===== src/include/dso_consts.vh =====
// Constants of the sync output control block: offsets, fields, resets, timing.
// Assumes byte-wide register ports with 12-bit byte addresses.
// How it works
// - Filter depth is a 4-bit low nibble, reset Ch; upper nibble reads zero.
// - Any write to the filter depth register pulses the speed filter reset.
// - Owner bit 5 picks latch unit 1 side; network-only write, reset 0.
// - Each latch unit interrupt goes to the side its owner bit selects.
// - Owner bit 4 picks latch unit 0; reads 1 while host owns system time.
// - Owner bit 0 picks sync unit side; only that side may write activation.
// - Writing activation bit 7 fires one debug pulse on each enabled output.
// - Bit 6 picks near-future window: 0 half width, 1 two to the 31 ns.
// - Bit 5 set makes an out-of-window start time start generation at once.
// - Bit 4 set extends a start time written as low 32 bits to 64.
// - Bit 3 set activates the sync unit after start time is written.
// - Bit 2 enables output b, bit 1 output a; both reset off.
// - Pulse length is 16 bits in 10 ns units, read-only from both sides.
// - Pulse length zero is acknowledge mode: output holds until host reads its status.
// - Pulse length resets from loaded configuration, else zero.
// - Status bit 2 records window check result at activation.
// - Status bits 1 and 0 show first b and a pulses still pending.
// - Output a status bit 0 mirrors output; in acknowledge mode a host read clears it.
// - Output b status bit 0 mirrors output; in acknowledge mode a host read clears it.
// - Multi-byte registers are little-endian, low byte at lowest address.
// - Start time takes writes; reads return time of next output a pulse.
// - Cycle time zero on output a gives a single pulse after activation.
`ifndef DSO_CONSTS_VH
`define DSO_CONSTS_VH

`define DSO_ADDR_W        12
`define DSO_OFF_FILT      12'h935
`define DSO_OFF_OWNER     12'h980
`define DSO_OFF_ACT       12'h981
`define DSO_OFF_PLEN      12'h982
`define DSO_OFF_ASTAT     12'h984
`define DSO_OFF_STAT_A    12'h98e
`define DSO_OFF_STAT_B    12'h98f
`define DSO_OFF_START     12'h990
`define DSO_OFF_CYC_A     12'h9a0
`define DSO_OFF_CYC_B     12'h9a4

`define DSO_FILT_RST      4'hc
`define DSO_PLEN_RST      16'h0000

`define DSO_OWN_SYNC      0
`define DSO_OWN_LATCH0    4
`define DSO_OWN_LATCH1    5

`define DSO_ACT_RUN       0
`define DSO_ACT_EN_A      1
`define DSO_ACT_EN_B      2
`define DSO_ACT_AUTO      3
`define DSO_ACT_EXT       4
`define DSO_ACT_PLAUS     5
`define DSO_ACT_NEAR      6
`define DSO_ACT_DBG       7

`define DSO_CLK_NS        24'h000032
`define DSO_PLEN_UNIT_NS  24'h00000a

`endif


===== src/design/dso_time_cmp.v =====
// Compares system time with a scheduled 64-bit time.
// Assumes both times count nanoseconds on the same clock.
`timescale 1ns/1ps
module dso_time_cmp (
  // Times
  input  wire [63:0] now,
  input  wire [63:0] target,
  // Window select
  input  wire        win_short,
  // Results
  output wire        reached,
  output wire        outside
);
  wire [63:0] past_by = now - target;
  wire [63:0] ahead_by = target - now;

  assign reached = ~past_by[63];
  // Past times wrap to huge values and land outside
  assign outside = win_short ? (|ahead_by[63:31]) : ahead_by[63];
endmodule


===== src/design/dso_pulse.v =====
// Shapes one sync output from a fire strobe.
// Assumes fire is a one-cycle pulse on the same clock.
`timescale 1ns/1ps
`include "dso_consts.vh"
module dso_pulse (
  // Clock and reset
  input  wire        ref_clk,
  input  wire        reset,
  // Control
  input  wire        fire,
  input  wire [15:0] plen,
  input  wire        ack_clr,
  // Output
  output reg         out_r
);
  localparam [23:0] STEP_NS = `DSO_CLK_NS;
  localparam [23:0] UNIT_NS = `DSO_PLEN_UNIT_NS;

  reg  [23:0] ns_r;
  wire [23:0] len_ns = plen * UNIT_NS;
  wire        ack_mode = (plen == 16'h0000);

  always @(posedge ref_clk) begin
    if (reset) begin
      out_r <= 1'b0;
      ns_r  <= 24'h000000;
    end else if (fire) begin
      // New event wins over a clear in the same cycle
      out_r <= 1'b1;
      ns_r  <= 24'h000000;
    end else if (out_r && ack_mode) begin
      if (ack_clr)
        out_r <= 1'b0;
    end else if (out_r) begin
      if (ns_r + STEP_NS >= len_ns)
        out_r <= 1'b0;
      ns_r <= ns_r + STEP_NS;
    end
  end
endmodule


===== src/design/dso_top.v =====
// Sync output control and status registers with pulse scheduling.
// Assumes both register ports and system time run on ref_clk.
`timescale 1ns/1ps
`include "dso_consts.vh"
module dso_top (
  // Clock and reset
  input  wire        ref_clk,
  input  wire        reset,
  // Network side register port
  input  wire [11:0] net_addr,
  input  wire        net_wr,
  input  wire        net_rd,
  input  wire [7:0]  net_wdata,
  output reg  [7:0]  net_rdata_r,
  // Host port register port
  input  wire [11:0] host_addr,
  input  wire        host_wr,
  input  wire        host_rd,
  input  wire [7:0]  host_wdata,
  output reg  [7:0]  host_rdata_r,
  // System time
  input  wire [63:0] sys_time,
  input  wire        sys_time_host_ctl,
  // Loaded configuration
  input  wire        cfg_plen_valid,
  input  wire [15:0] cfg_plen,
  // Latch unit interrupts
  input  wire [1:0]  latch_irq,
  output reg  [1:0]  latch_irq_net_r,
  output reg  [1:0]  latch_irq_host_r,
  // Speed filter
  output reg  [3:0]  filt_depth_r,
  output reg         filt_reset_r,
  // Sync outputs
  output wire        sync_out_a,
  output wire        sync_out_b
);
  // Register state
  reg  [7:0]  owner_r;
  reg  [7:0]  act_r;
  reg  [15:0] plen_r;
  reg         plen_load_r;
  reg  [63:0] start_r;
  reg  [31:0] cyc_a_r;
  reg  [31:0] cyc_b_r;
  reg         plaus_r;
  reg         pend_a_r;
  reg         pend_b_r;
  reg         run_a_r;
  reg         arm_b_r;
  reg         auto_r;
  reg  [63:0] next_a_r;
  reg  [63:0] next_b_r;

  // Next values
  reg  [7:0]  owner_nxt;
  reg  [7:0]  act_nxt;
  reg  [3:0]  filt_nxt;
  reg         filt_rst_nxt;
  reg  [63:0] start_nxt;
  reg  [31:0] cyc_a_nxt;
  reg  [31:0] cyc_b_nxt;
  reg         auto_nxt;
  reg         act_ev;
  reg         dbg_ev;

  wire [7:0]  owner_eff;
  wire        reach_a;
  wire        reach_b;
  wire        out_start;
  wire [1:0]  fire;
  wire [1:0]  ack_clr;
  wire [1:0]  sync_q;
  wire [7:0]  astat;

  assign owner_eff = {owner_r[7:5],
                      owner_r[`DSO_OWN_LATCH0] | sys_time_host_ctl,
                      owner_r[3:0]};
  assign astat = {5'h00, plaus_r, pend_b_r, pend_a_r};

  // One register write from either side
  task do_write;
    input        is_host;
    input [11:0] a;
    input [7:0]  d;
    reg          may_sync;
    begin
      may_sync = (owner_r[`DSO_OWN_SYNC] == is_host);
      if (a == `DSO_OFF_FILT) begin
        filt_nxt     = d[3:0];
        filt_rst_nxt = 1'b1;
      end else if (a == `DSO_OFF_OWNER) begin
        if (!is_host)
          owner_nxt = d & 8'h31;
      end else if (a == `DSO_OFF_ACT) begin
        if (may_sync) begin
          act_nxt = {1'b0, d[6:0]};
          if (d[`DSO_ACT_RUN] && !act_r[`DSO_ACT_RUN])
            act_ev = 1'b1;
          if (d[`DSO_ACT_DBG])
            dbg_ev = 1'b1;
        end
      end else if (a[11:3] == `DSO_OFF_START >> 3) begin
        if (may_sync) begin
          start_nxt[a[2:0]*8 +: 8] = d;
          if (a[2:0] == 3'h3 && act_r[`DSO_ACT_EXT]) begin
            // Nearest future upper word for a 32-bit start time
            start_nxt[63:32] = sys_time[63:32] +
              {31'h00000000, start_nxt[31:0] < sys_time[31:0]};
            auto_nxt = act_r[`DSO_ACT_AUTO];
          end
          if (a[2:0] == 3'h7)
            auto_nxt = act_r[`DSO_ACT_AUTO];
        end
      end else if (a[11:2] == `DSO_OFF_CYC_A >> 2) begin
        if (may_sync)
          cyc_a_nxt[a[1:0]*8 +: 8] = d;
      end else if (a[11:2] == `DSO_OFF_CYC_B >> 2) begin
        if (may_sync)
          cyc_b_nxt[a[1:0]*8 +: 8] = d;
      end
    end
  endtask

  // Read mux, shared by both sides
  function [7:0] rd_byte;
    input [11:0] a;
    begin
      if (a == `DSO_OFF_FILT)
        rd_byte = {4'h0, filt_depth_r};
      else if (a == `DSO_OFF_OWNER)
        rd_byte = owner_eff;
      else if (a == `DSO_OFF_ACT)
        rd_byte = act_r;
      else if (a == `DSO_OFF_PLEN)
        rd_byte = plen_r[7:0];
      else if (a == `DSO_OFF_PLEN + 12'h001)
        rd_byte = plen_r[15:8];
      else if (a == `DSO_OFF_ASTAT)
        rd_byte = astat;
      else if (a == `DSO_OFF_STAT_A)
        rd_byte = {7'h00, sync_q[0]};
      else if (a == `DSO_OFF_STAT_B)
        rd_byte = {7'h00, sync_q[1]};
      else if (a[11:3] == `DSO_OFF_START >> 3)
        rd_byte = next_a_r[a[2:0]*8 +: 8];
      else if (a[11:2] == `DSO_OFF_CYC_A >> 2)
        rd_byte = cyc_a_r[a[1:0]*8 +: 8];
      else if (a[11:2] == `DSO_OFF_CYC_B >> 2)
        rd_byte = cyc_b_r[a[1:0]*8 +: 8];
      else
        rd_byte = 8'h00;
    end
  endfunction

  // Writes: host first so the network side wins a collision
  always @* begin
    owner_nxt    = owner_r;
    act_nxt      = act_r;
    filt_nxt     = filt_depth_r;
    filt_rst_nxt = 1'b0;
    start_nxt    = start_r;
    cyc_a_nxt    = cyc_a_r;
    cyc_b_nxt    = cyc_b_r;
    auto_nxt     = 1'b0;
    act_ev       = 1'b0;
    dbg_ev       = 1'b0;
    if (host_wr)
      do_write(1'b1, host_addr, host_wdata);
    if (net_wr)
      do_write(1'b0, net_addr, net_wdata);
    if (auto_r && !act_r[`DSO_ACT_RUN]) begin
      act_nxt[`DSO_ACT_RUN] = 1'b1;
      act_ev = 1'b1;
    end
  end

  // Window check against the written start time
  dso_time_cmp u_cmp_start (
    .now       (sys_time),
    .target    (start_r),
    .win_short (act_nxt[`DSO_ACT_NEAR]),
    .reached   (),
    .outside   (out_start)
  );

  dso_time_cmp u_cmp_a (
    .now       (sys_time),
    .target    (next_a_r),
    .win_short (act_r[`DSO_ACT_NEAR]),
    .reached   (reach_a),
    .outside   ()
  );

  dso_time_cmp u_cmp_b (
    .now       (sys_time),
    .target    (next_b_r),
    .win_short (act_r[`DSO_ACT_NEAR]),
    .reached   (reach_b),
    .outside   ()
  );

  wire go_a = run_a_r && act_r[`DSO_ACT_RUN] && reach_a && !act_ev;
  wire go_b = arm_b_r && act_r[`DSO_ACT_RUN] && reach_b && !act_ev;

  // Debug ping obeys the enables written with it
  assign fire[0] = (go_a && act_r[`DSO_ACT_EN_A]) ||
                   (dbg_ev && act_nxt[`DSO_ACT_EN_A]);
  assign fire[1] = (go_b && act_r[`DSO_ACT_EN_B]) ||
                   (dbg_ev && act_nxt[`DSO_ACT_EN_B]);

  // Register update and scheduling
  always @(posedge ref_clk) begin
    if (reset) begin
      owner_r      <= 8'h00;
      act_r        <= 8'h00;
      filt_depth_r <= `DSO_FILT_RST;
      filt_reset_r <= 1'b0;
      plen_r       <= `DSO_PLEN_RST;
      plen_load_r  <= 1'b1;
      start_r      <= 64'h0000000000000000;
      cyc_a_r      <= 32'h00000000;
      cyc_b_r      <= 32'h00000000;
      auto_r       <= 1'b0;
      plaus_r      <= 1'b0;
      pend_a_r     <= 1'b0;
      pend_b_r     <= 1'b0;
      run_a_r      <= 1'b0;
      arm_b_r      <= 1'b0;
      next_a_r     <= 64'h0000000000000000;
      next_b_r     <= 64'h0000000000000000;
    end else begin
      owner_r      <= owner_nxt;
      act_r        <= act_nxt;
      filt_depth_r <= filt_nxt;
      filt_reset_r <= filt_rst_nxt;
      start_r      <= start_nxt;
      cyc_a_r      <= cyc_a_nxt;
      cyc_b_r      <= cyc_b_nxt;
      auto_r       <= auto_nxt;
      plen_load_r  <= 1'b0;
      if (plen_load_r && cfg_plen_valid)
        plen_r <= cfg_plen;
      if (act_ev) begin
        plaus_r  <= out_start;
        pend_a_r <= act_nxt[`DSO_ACT_EN_A];
        pend_b_r <= act_nxt[`DSO_ACT_EN_B];
        run_a_r  <= 1'b1;
        arm_b_r  <= 1'b0;
        if (act_nxt[`DSO_ACT_PLAUS] && out_start)
          next_a_r <= sys_time;
        else
          next_a_r <= start_r;
      end else if (!act_nxt[`DSO_ACT_RUN]) begin
        run_a_r  <= 1'b0;
        arm_b_r  <= 1'b0;
        pend_a_r <= 1'b0;
        pend_b_r <= 1'b0;
        next_a_r <= start_nxt;
      end else begin
        if (go_a) begin
          pend_a_r <= 1'b0;
          arm_b_r  <= 1'b1;
          next_b_r <= next_a_r + {32'h00000000, cyc_b_r};
          if (cyc_a_r == 32'h00000000)
            run_a_r <= 1'b0;
          else
            next_a_r <= next_a_r + {32'h00000000, cyc_a_r};
        end
        if (go_b) begin
          pend_b_r <= 1'b0;
          arm_b_r  <= 1'b0;
        end
      end
    end
  end

  // Read data and latch interrupt routing
  always @(posedge ref_clk) begin
    if (reset) begin
      net_rdata_r      <= 8'h00;
      host_rdata_r     <= 8'h00;
      latch_irq_net_r  <= 2'b00;
      latch_irq_host_r <= 2'b00;
    end else begin
      net_rdata_r  <= net_rd ? rd_byte(net_addr) : 8'h00;
      host_rdata_r <= host_rd ? rd_byte(host_addr) : 8'h00;
      latch_irq_host_r <= latch_irq & owner_eff[5:4];
      latch_irq_net_r  <= latch_irq & ~owner_eff[5:4];
    end
  end

  assign ack_clr[0] = host_rd && (host_addr == `DSO_OFF_STAT_A);
  assign ack_clr[1] = host_rd && (host_addr == `DSO_OFF_STAT_B);

  genvar gi;
  generate
    for (gi = 0; gi < 2; gi = gi + 1) begin : g_out
      dso_pulse u_pulse (
        .ref_clk (ref_clk),
        .reset   (reset),
        .fire    (fire[gi]),
        .plen    (plen_r),
        .ack_clr (ack_clr[gi]),
        .out_r   (sync_q[gi])
      );
    end
  endgenerate

  assign sync_out_a = sync_q[0];
  assign sync_out_b = sync_q[1];
endmodule


===== config.mk =====
export PLATFORM = sky130hd
export DESIGN_NAME = dso_top
export DESIGN_NICKNAME = d
export VERILOG_FILES = /design/src/design/dso_time_cmp.v /design/src/design/dso_pulse.v /design/src/design/dso_top.v
export VERILOG_INCLUDE_DIRS = /design/src /design/src/include
export SDC_FILE = /design/constraint.sdc
export NUM_CORES = 2
export LEC_CHECK = 0
export BUFFER_PORTS_ARGS = -buffer_cell sky130_fd_sc_hd__buf_2
export CORE_ASPECT_RATIO = 1.25
export CORE_MARGIN = 2
export CORE_UTILIZATION = 35
export DETAILED_ROUTE_END_ITERATION = 6
export PLACE_DENSITY_LB_ADDON = 0.1
export SYNTH_ARGS = -nofsm -noshare
export SYNTH_HDL_FRONTEND = slang
export SYNTH_SLANG_ARGS = --single-unit

===== constraint.sdc =====
create_clock -name ref_clk -period 8.5 [get_ports ref_clk]
set_input_delay 0 -clock ref_clk [delete_from_list [all_inputs] [get_ports ref_clk]]
set_output_delay 0 -clock ref_clk [all_outputs]
set_load 0.005 [all_outputs]

# Word level (Yosys, flattened, before mapping)
# Cells that the tools add are included.
[totals]
regBits = 365
latchBits = 0
mem_bits_rw = 0
mem_bits_ro = 0
in_bits = 130
output_inout_bits = 27
elab_cells = 304
mem_count = 0
[classes]
add_sub_neg = 13
multipliers = 1
div_mod_pow = 0
order_cmp = 4
n_eq_ne = 32
n_shift = 14
muxes = 159
bitwise_logic = 13
reduce_logical = 41
[op_table]
columns = ["op", "count"]
rows = [
  ["$mux W64", 17],
  ["$mux W32", 32],
  ["$mux W8", 30],
  ["$eq A12 B12 Y1 const B", 16],
  ["$sub A64 B64 Y64", 3],
  ["$add A64 B32 Y64", 2],
  ["$bwmux W32", 4],
  ["$bwmux W64", 2],
  ["$shift A8 B34 Y64 const A", 2],
  ["$shiftx A32 B6 Y8", 4],
  ["$shiftx A64 B7 Y8", 2],
  ["$shiftx A8 B34 Y64", 2],
  ["$mux W1", 68],
  ["$neg A5 Y34", 2],
  ["$neg A6 Y34", 2],
  ["$shift A8 B34 Y32 const A", 2],
  ["$shiftx A8 B34 Y32", 2],
  ["$add A32 B1 Y32", 2],
  ["$lt A32 B32 Y1", 2],
  ["$add A24 B6 Y24 const B", 2],
  ["$ge A24 B20 Y1", 2],
  ["$eq A10 B10 Y1 const B", 4],
  ["$reduce_or A33 Y1", 1],
  ["$logic_not A32 Y1", 1],
  ["other kinds (20)", 71],
]

# Longest topological paths before layout
[logic_depth]
depth_word = 24
mapped_depth = 43
mapped_depth_nobuf = 37

# Hierarchy
# Synthesis repeated with hierarchy kept, for this count alone.
[unflattened]
hier_cells = 6745
hier_area_um2 = 48455.2
[by_module_without_submodules]
columns = ["module", "instances", "cells_each", "area_per_inst_um2", "seq_area_each_um2"]
rows = [
  ["dso_top", 1, 3490, 26314.0, 6306.0],
  ["dso_time_cmp", 3, 864, 5590.4, 0.0],
  ["dso_pulse (g_out[1].u_pulse)", 1, 336, 2725.1, 480.5],
  ["dso_pulse (g_out[0].u_pulse)", 1, 327, 2645.0, 480.5],
]

# Worst setup path before layout
# No wires, ideal clock.
[synth_timing]
path_kind = "input to register"
startpoint = "in host_addr[1]"
endpoint = "reg next_a_r[61]"
setup_ns = 0.120
t_arrival_ns = 7.213
required_time_ns = 8.380
path_slack_ns = 1.167
path_stages = 40
path_buffers = 8
path_cell_list = "clkbuf_1 clkbuf_1 clkbuf_1 inv_1 ha_1 clkbuf_1 nand4b_1 nor4_2 a211oi_1 and3_1 clkbuf_1 clkbuf_1 clkbuf_1 mux2i_1 o21ai_0 ha_1 a21o_1 a21oi_1 (+4 left out) nand2_1 a21o_1 a211oi_1 o31a_1 ha_1 nand2_1 nor2_1 nand4_1 or2_2 clkbuf_1 nor2_1 nand2_1 xnor2_1 a22oi_1 o22ai_1 o21ai_0 a211oi_1 a211o_1"
[synth_between]
elab_chain_len = 22
word_cells_on_any_way = 59
classes_between = "add/sub (3); order compare (2); eq/ne (6); shift (2); mux (41); reduce/logical (5)"
[synth_rtl]
columns = ["item", "line", "source"]
rows = [
  ["from (decl)", "dso_top.v:16", "input wire [11:0] host_addr,"],
  ["$neg A6 Y34", "dso_top.v:105", "start_nxt[a[2:0]*8 +: 8] = d;"],
  ["$shiftx A8 B34 Y64 or $shift A8 B34 Y64 (tied branches)", "dso_top.v:105", ""],
  ["$bwmux W64", "dso_top.v:105", ""],
  ["$lt A32 B32 Y1", "dso_top.v:109", "{31'h00000000, start_nxt[31:0] < sys_time[31:0]};"],
  ["$add A32 B1 Y32", "dso_top.v:108", "start_nxt[63:32] = sys_time[63:32] +"],
  ["$mux W32", "dso_top.v:106", "if (a[2:0] == 3'h3 && act_r[`DSO_ACT_EXT]) begin"],
  ["$mux W64", "dso_top.v:104", "if (may_sync) begin"],
  ["$mux W64", "dso_top.v:103", "end else if (a[11:3] == `DSO_OFF_START >> 3) begin"],
  ["(+6 left out)", "n/a", ""],
  ["$mux W64", "dso_top.v:104", ""],
  ["$mux W64", "dso_top.v:103", ""],
  ["$mux W64", "dso_top.v:95", "end else if (a == `DSO_OFF_ACT) begin"],
  ["$mux W64", "dso_top.v:92", "end else if (a == `DSO_OFF_OWNER) begin"],
  ["$mux W64", "dso_top.v:89", "if (a == `DSO_OFF_FILT) begin"],
  ["$mux W64", "dso_top.v:170", "if (net_wr)"],
  ["$mux W64", "dso_top.v:254", "end else if (!act_nxt[`DSO_ACT_RUN]) begin"],
  ["$mux W64", "dso_top.v:244", "if (act_ev) begin"],
  ["to (signal assigned)", "dso_top.v:251", "next_a_r <= sys_time;"],
  ["to (signal assigned)", "dso_top.v:253", "next_a_r <= start_r;"],
  ["to (signal assigned)", "dso_top.v:259", "next_a_r <= start_nxt;"],
  ["to (decl)", "dso_top.v:52", "reg [63:0] next_a_r;"],
]
# Several ways; a longest one is shown, not always the timed one.
# A chain may end at the register's enable or synchronous reset.

# Worst setup path in the final report
[layout_timing]
startpoint = "in host_addr[7]"
endpoint = "reg next_a_r[58]"
[layout_between]
elab_chain_len = 18
word_cells_on_any_way = 50
classes_between = "add/sub (1); order compare (1); eq/ne (6); mux (38); reduce/logical (4)"
[layout_rtl]
columns = ["item", "line", "source"]
rows = [
  ["$eq A9 B9 Y1", "dso_top.v:103", ""],
  ["$mux W64", "dso_top.v:103", ""],
  ["$mux W64", "dso_top.v:95", ""],
  ["$mux W64", "dso_top.v:92", ""],
  ["$mux W64", "dso_top.v:89", ""],
  ["$mux W64", "dso_top.v:168", "if (host_wr)"],
  ["$bwmux W64", "dso_top.v:105", ""],
  ["$lt A32 B32 Y1", "dso_top.v:109", ""],
  ["(+2 left out)", "n/a", ""],
  ["$mux W64", "dso_top.v:104", ""],
  ["$mux W64", "dso_top.v:103", ""],
  ["$mux W64", "dso_top.v:95", ""],
  ["$mux W64", "dso_top.v:92", ""],
  ["$mux W64", "dso_top.v:89", ""],
  ["$mux W64", "dso_top.v:170", ""],
  ["$mux W64", "dso_top.v:254", ""],
  ["$mux W64", "dso_top.v:244", ""],
]
# Several ways; a longest one is shown, not always the timed one.

==> flow_summary.ini <==
[critical_path]
slowest_stage = dlygate4sd3_1
start_kind = input pin
crit_top_cell = a21oi_1
crit_type = in -> reg
worst_path_largest_cell_delay_ns = 0.54
crit_arrival_ns = 7.81
setup.worst_path.end_class = flop
cp_max_fo = 14
required_ns = 9.05

[power]
p_int_mw = 3.36
seqPwrFrac_pct = 36.1
power.leakage_nw = 16.2
switching_power_mw = 1.40
pwr_density_cell_nw_per_um2 = 116
sw_frac_of_total_pct = 29.3
power_frac_clock_pct = 49.9
p_comb_share_pct = 14.0
ir_drop_uv = 120

[drt]
drc = 0
vias = 38800
wl_per_cell_um = 28.3
drt_iter0_markers = 3641
post_drt_via_cell_ratio = 6.09
ant_nets = 0
wl_um = 180000
firstDrtPassIters = 6

[logic_synthesis]
synth_edf_count = 0
synth_common_cells = nand2_1 (520), nor2_1 (493), a21oi_1 (475)
yosys-top-cells-area = dfxtp_1 (20%), ha_1 (14%), a21oi_1 (6.5%)
synth_top_area_share_pct = 19.9
synth_cell_types = 95
yosysWarnings = 0
synth_nets = 5421
synthFlopType = dfxtp_1
postSynthAreaPerCell_um2 = 7.47
ys_async_sr_fraction_pct = 0
syn_area_um2 = 36500
synth_top_area_cell = dfxtp_1
syn_inst = 4890
ys_seq_elements = 363
yosysMostFrequentCell = nand2_1
ys_seq_area_share_pct = 19.9

[grt]
grt_pass1_vias = 37500
grt_max_degree = 94
grt_usage_pct = 32.6
overflow = 0
antenna_found_initial = 5
grt_pass1_wl_um = 257000

[floorplanning]
die_y_um = 365
initial_core_util_pct = 35.3
die_w_um = 293
io_pins = 157
core-area_um2 = 104000
die_area_um2 = 107000
num_rows = 132

[finish]
final_core_util_pct = 39.8
stdcell_area_um2 = 41200
syn2layout_area_growth_pct = 12.8
drive_gt1_share_pct = 9.06
layout.nets = 5516

[timing]
setup_viol = 0
clock_skew_ns = 0.0272
period_minus_slack_ns = 7.27
worst_pin_slew_ns = 1.27
slew_headroom_pct = 15.3
fmax_mhz = 138
fin_crit_sh_pct = 85.5
fin_tns_setup_ns = 0
drv_slew = 0
timing_hold_violations_final = 0
grt_setup_unrepaired = false

[placed_design]
gp_congestion = 0.996
io_buffers = 156
place_area_um2 = 38500
place_hpwl_um = 141000

[clocking]
clkTransAtPathRegs_ns = 0.06
numCtsBuffers = 48
cts.repair.resized = 0
cts_tree = yes
clkSinkCount = 363
clk-insertion-delay-late_ns = 0.63
clockBufferDepth = 3
cts_setup_buffers = 0
cts-htree-levels = 2
clockRootBuffer = clkbuf_16
cts_hold_buf = 82

[min_path]
hold_path.class = in -> reg

[run]
maxCapViolCount = 0

[outcome]
outcome = complete, no violations
[metal layers]
metal  up-vias  routed length [um]  global-route usage [%]
li1      18000                   -                       -
met2      1623               84600                    55.3
met5         -                  12                       0
met4         2               13400                    21.0
met3       511               11800                    4.93
met1     18700               70400                    38.6
[layout make-up]
| class | count | area (um2) |
|---|---|---|
| flip-flops and latches | 363 | 7270 |
| well taps | 1340 | 1680 |
| clock buffers | 57 | 1320 |
| fillers | 10800 | 62400 |
| clock inverters | 31 | 490 |
| repair buffers | 308 | 2140 |
| multi-input cells | 4000 | 27300 |
| inverters | 264 | 991 |
| diodes | 6 | 15.0 |
[per-stage QoR]
stage | hold WS [ns] | power (mW) | worst slack [ns] | instances
floorplan | 0.0277 | 2.09 | 1.17 | 4890
global placement | 0.228 | 2.38 | 1.01 | 6193
detailed placement | 0.227 | 2.38 | 0.956 | 6193
CTS | 0.0000355 | 4.78 | 1.35 | 6363
global route | 0.0246 | 4.90 | 0.711 | 6366
finish | 0.0151 | 4.76 | 1.23 | 6369
[kinds of logic (layout without fill, tap and decap cells)]
logic type                 Yosys count  after routing  share of synthesized area [%]
and+or+nand+nor                   1710           1710                           21.9
AOI/OAI and AO/OA                 1409           1409                           24.3
buffers and inverters              527            660                           5.55
adders and majority gates          401            401                           13.8
DFF                                363            363                           19.9
xor gates and xnor gates           251            251                           6.02
muxes                              229            229                           8.56
other                                0              6                              0
[cell usage in the layout (no fill, tap or decap), drive strengths merged, types with 62 or more instances in the layout]
cell,Yosys,routed
inv,263,266
nor2b,65,65
nand2,520,520
buf,34,226
ha,398,398
nor2,494,494
nand3,177,177
nor3,82,82
nand2b,66,66
mux2i,121,121
dfxtp,363,363
xnor2,176,176
dlygate4sd3,0,82
mux4,62,62
xor2,75,75
nand4,92,92
a21o,121,121
o21ai,295,295
a211oi,108,108
a21oi,477,477
[flip-flops by register name (all words and copies together), names as in the netlist, 2 cells and up]
register and flops:
next_b_r 64, start_r 64, act_r 8, next_a_r 64
g_out.u_pulse.out_r 2, host_rdata_r 8, g_out.u_pulse.ns_r 46, latch_irq_net_r 2
cyc_a_r 32, plen_r 16, cyc_b_r 32, owner_r 3
latch_irq_host_r 2, filt_depth_r 4, net_rdata_r 8
[worst paths after layout]
path / startpoint / to / slack (ns) / depth (start not counted)
max: host_addr[7] / next_a_r[58] / 1.23 / 37
min: sys_time[38] / next_a_r[38] / 0.02 / 4
max reg2reg: owner_r[0] / next_a_r[58] / 1.99 / 31
min reg2reg: next_b_r[24] / next_b_r[24] / 0.45 / 2
[power groups by stage]
stage / Sequential (mW) / Clock (mW) / Combinational (mW)
final: 1.72 / 2.37 / 0.667
after CTS: 1.72 / 2.41 / 0.653
after detailed placement: 1.75 / 0 / 0.624
after floorplan: 1.75 / 0 / 0.345
after global placement: 1.75 / 0 / 0.623
after global routing: 1.72 / 2.47 / 0.712
[critical path: cells and delay by family]
family | cells | cell delay [ns]
AO/OA/AOI/OAI | 16 | 2.91
adder cells (fa/ha/maj) | 3 | 0.81
buffers and inverters | 4 | 1.12
multiplexers | 1 | 0.16
XOR/XNOR | 1 | 0.17
AND/OR/NAND/NOR | 12 | 2.62
Note: power is estimated with default switching activity, not from simulation.
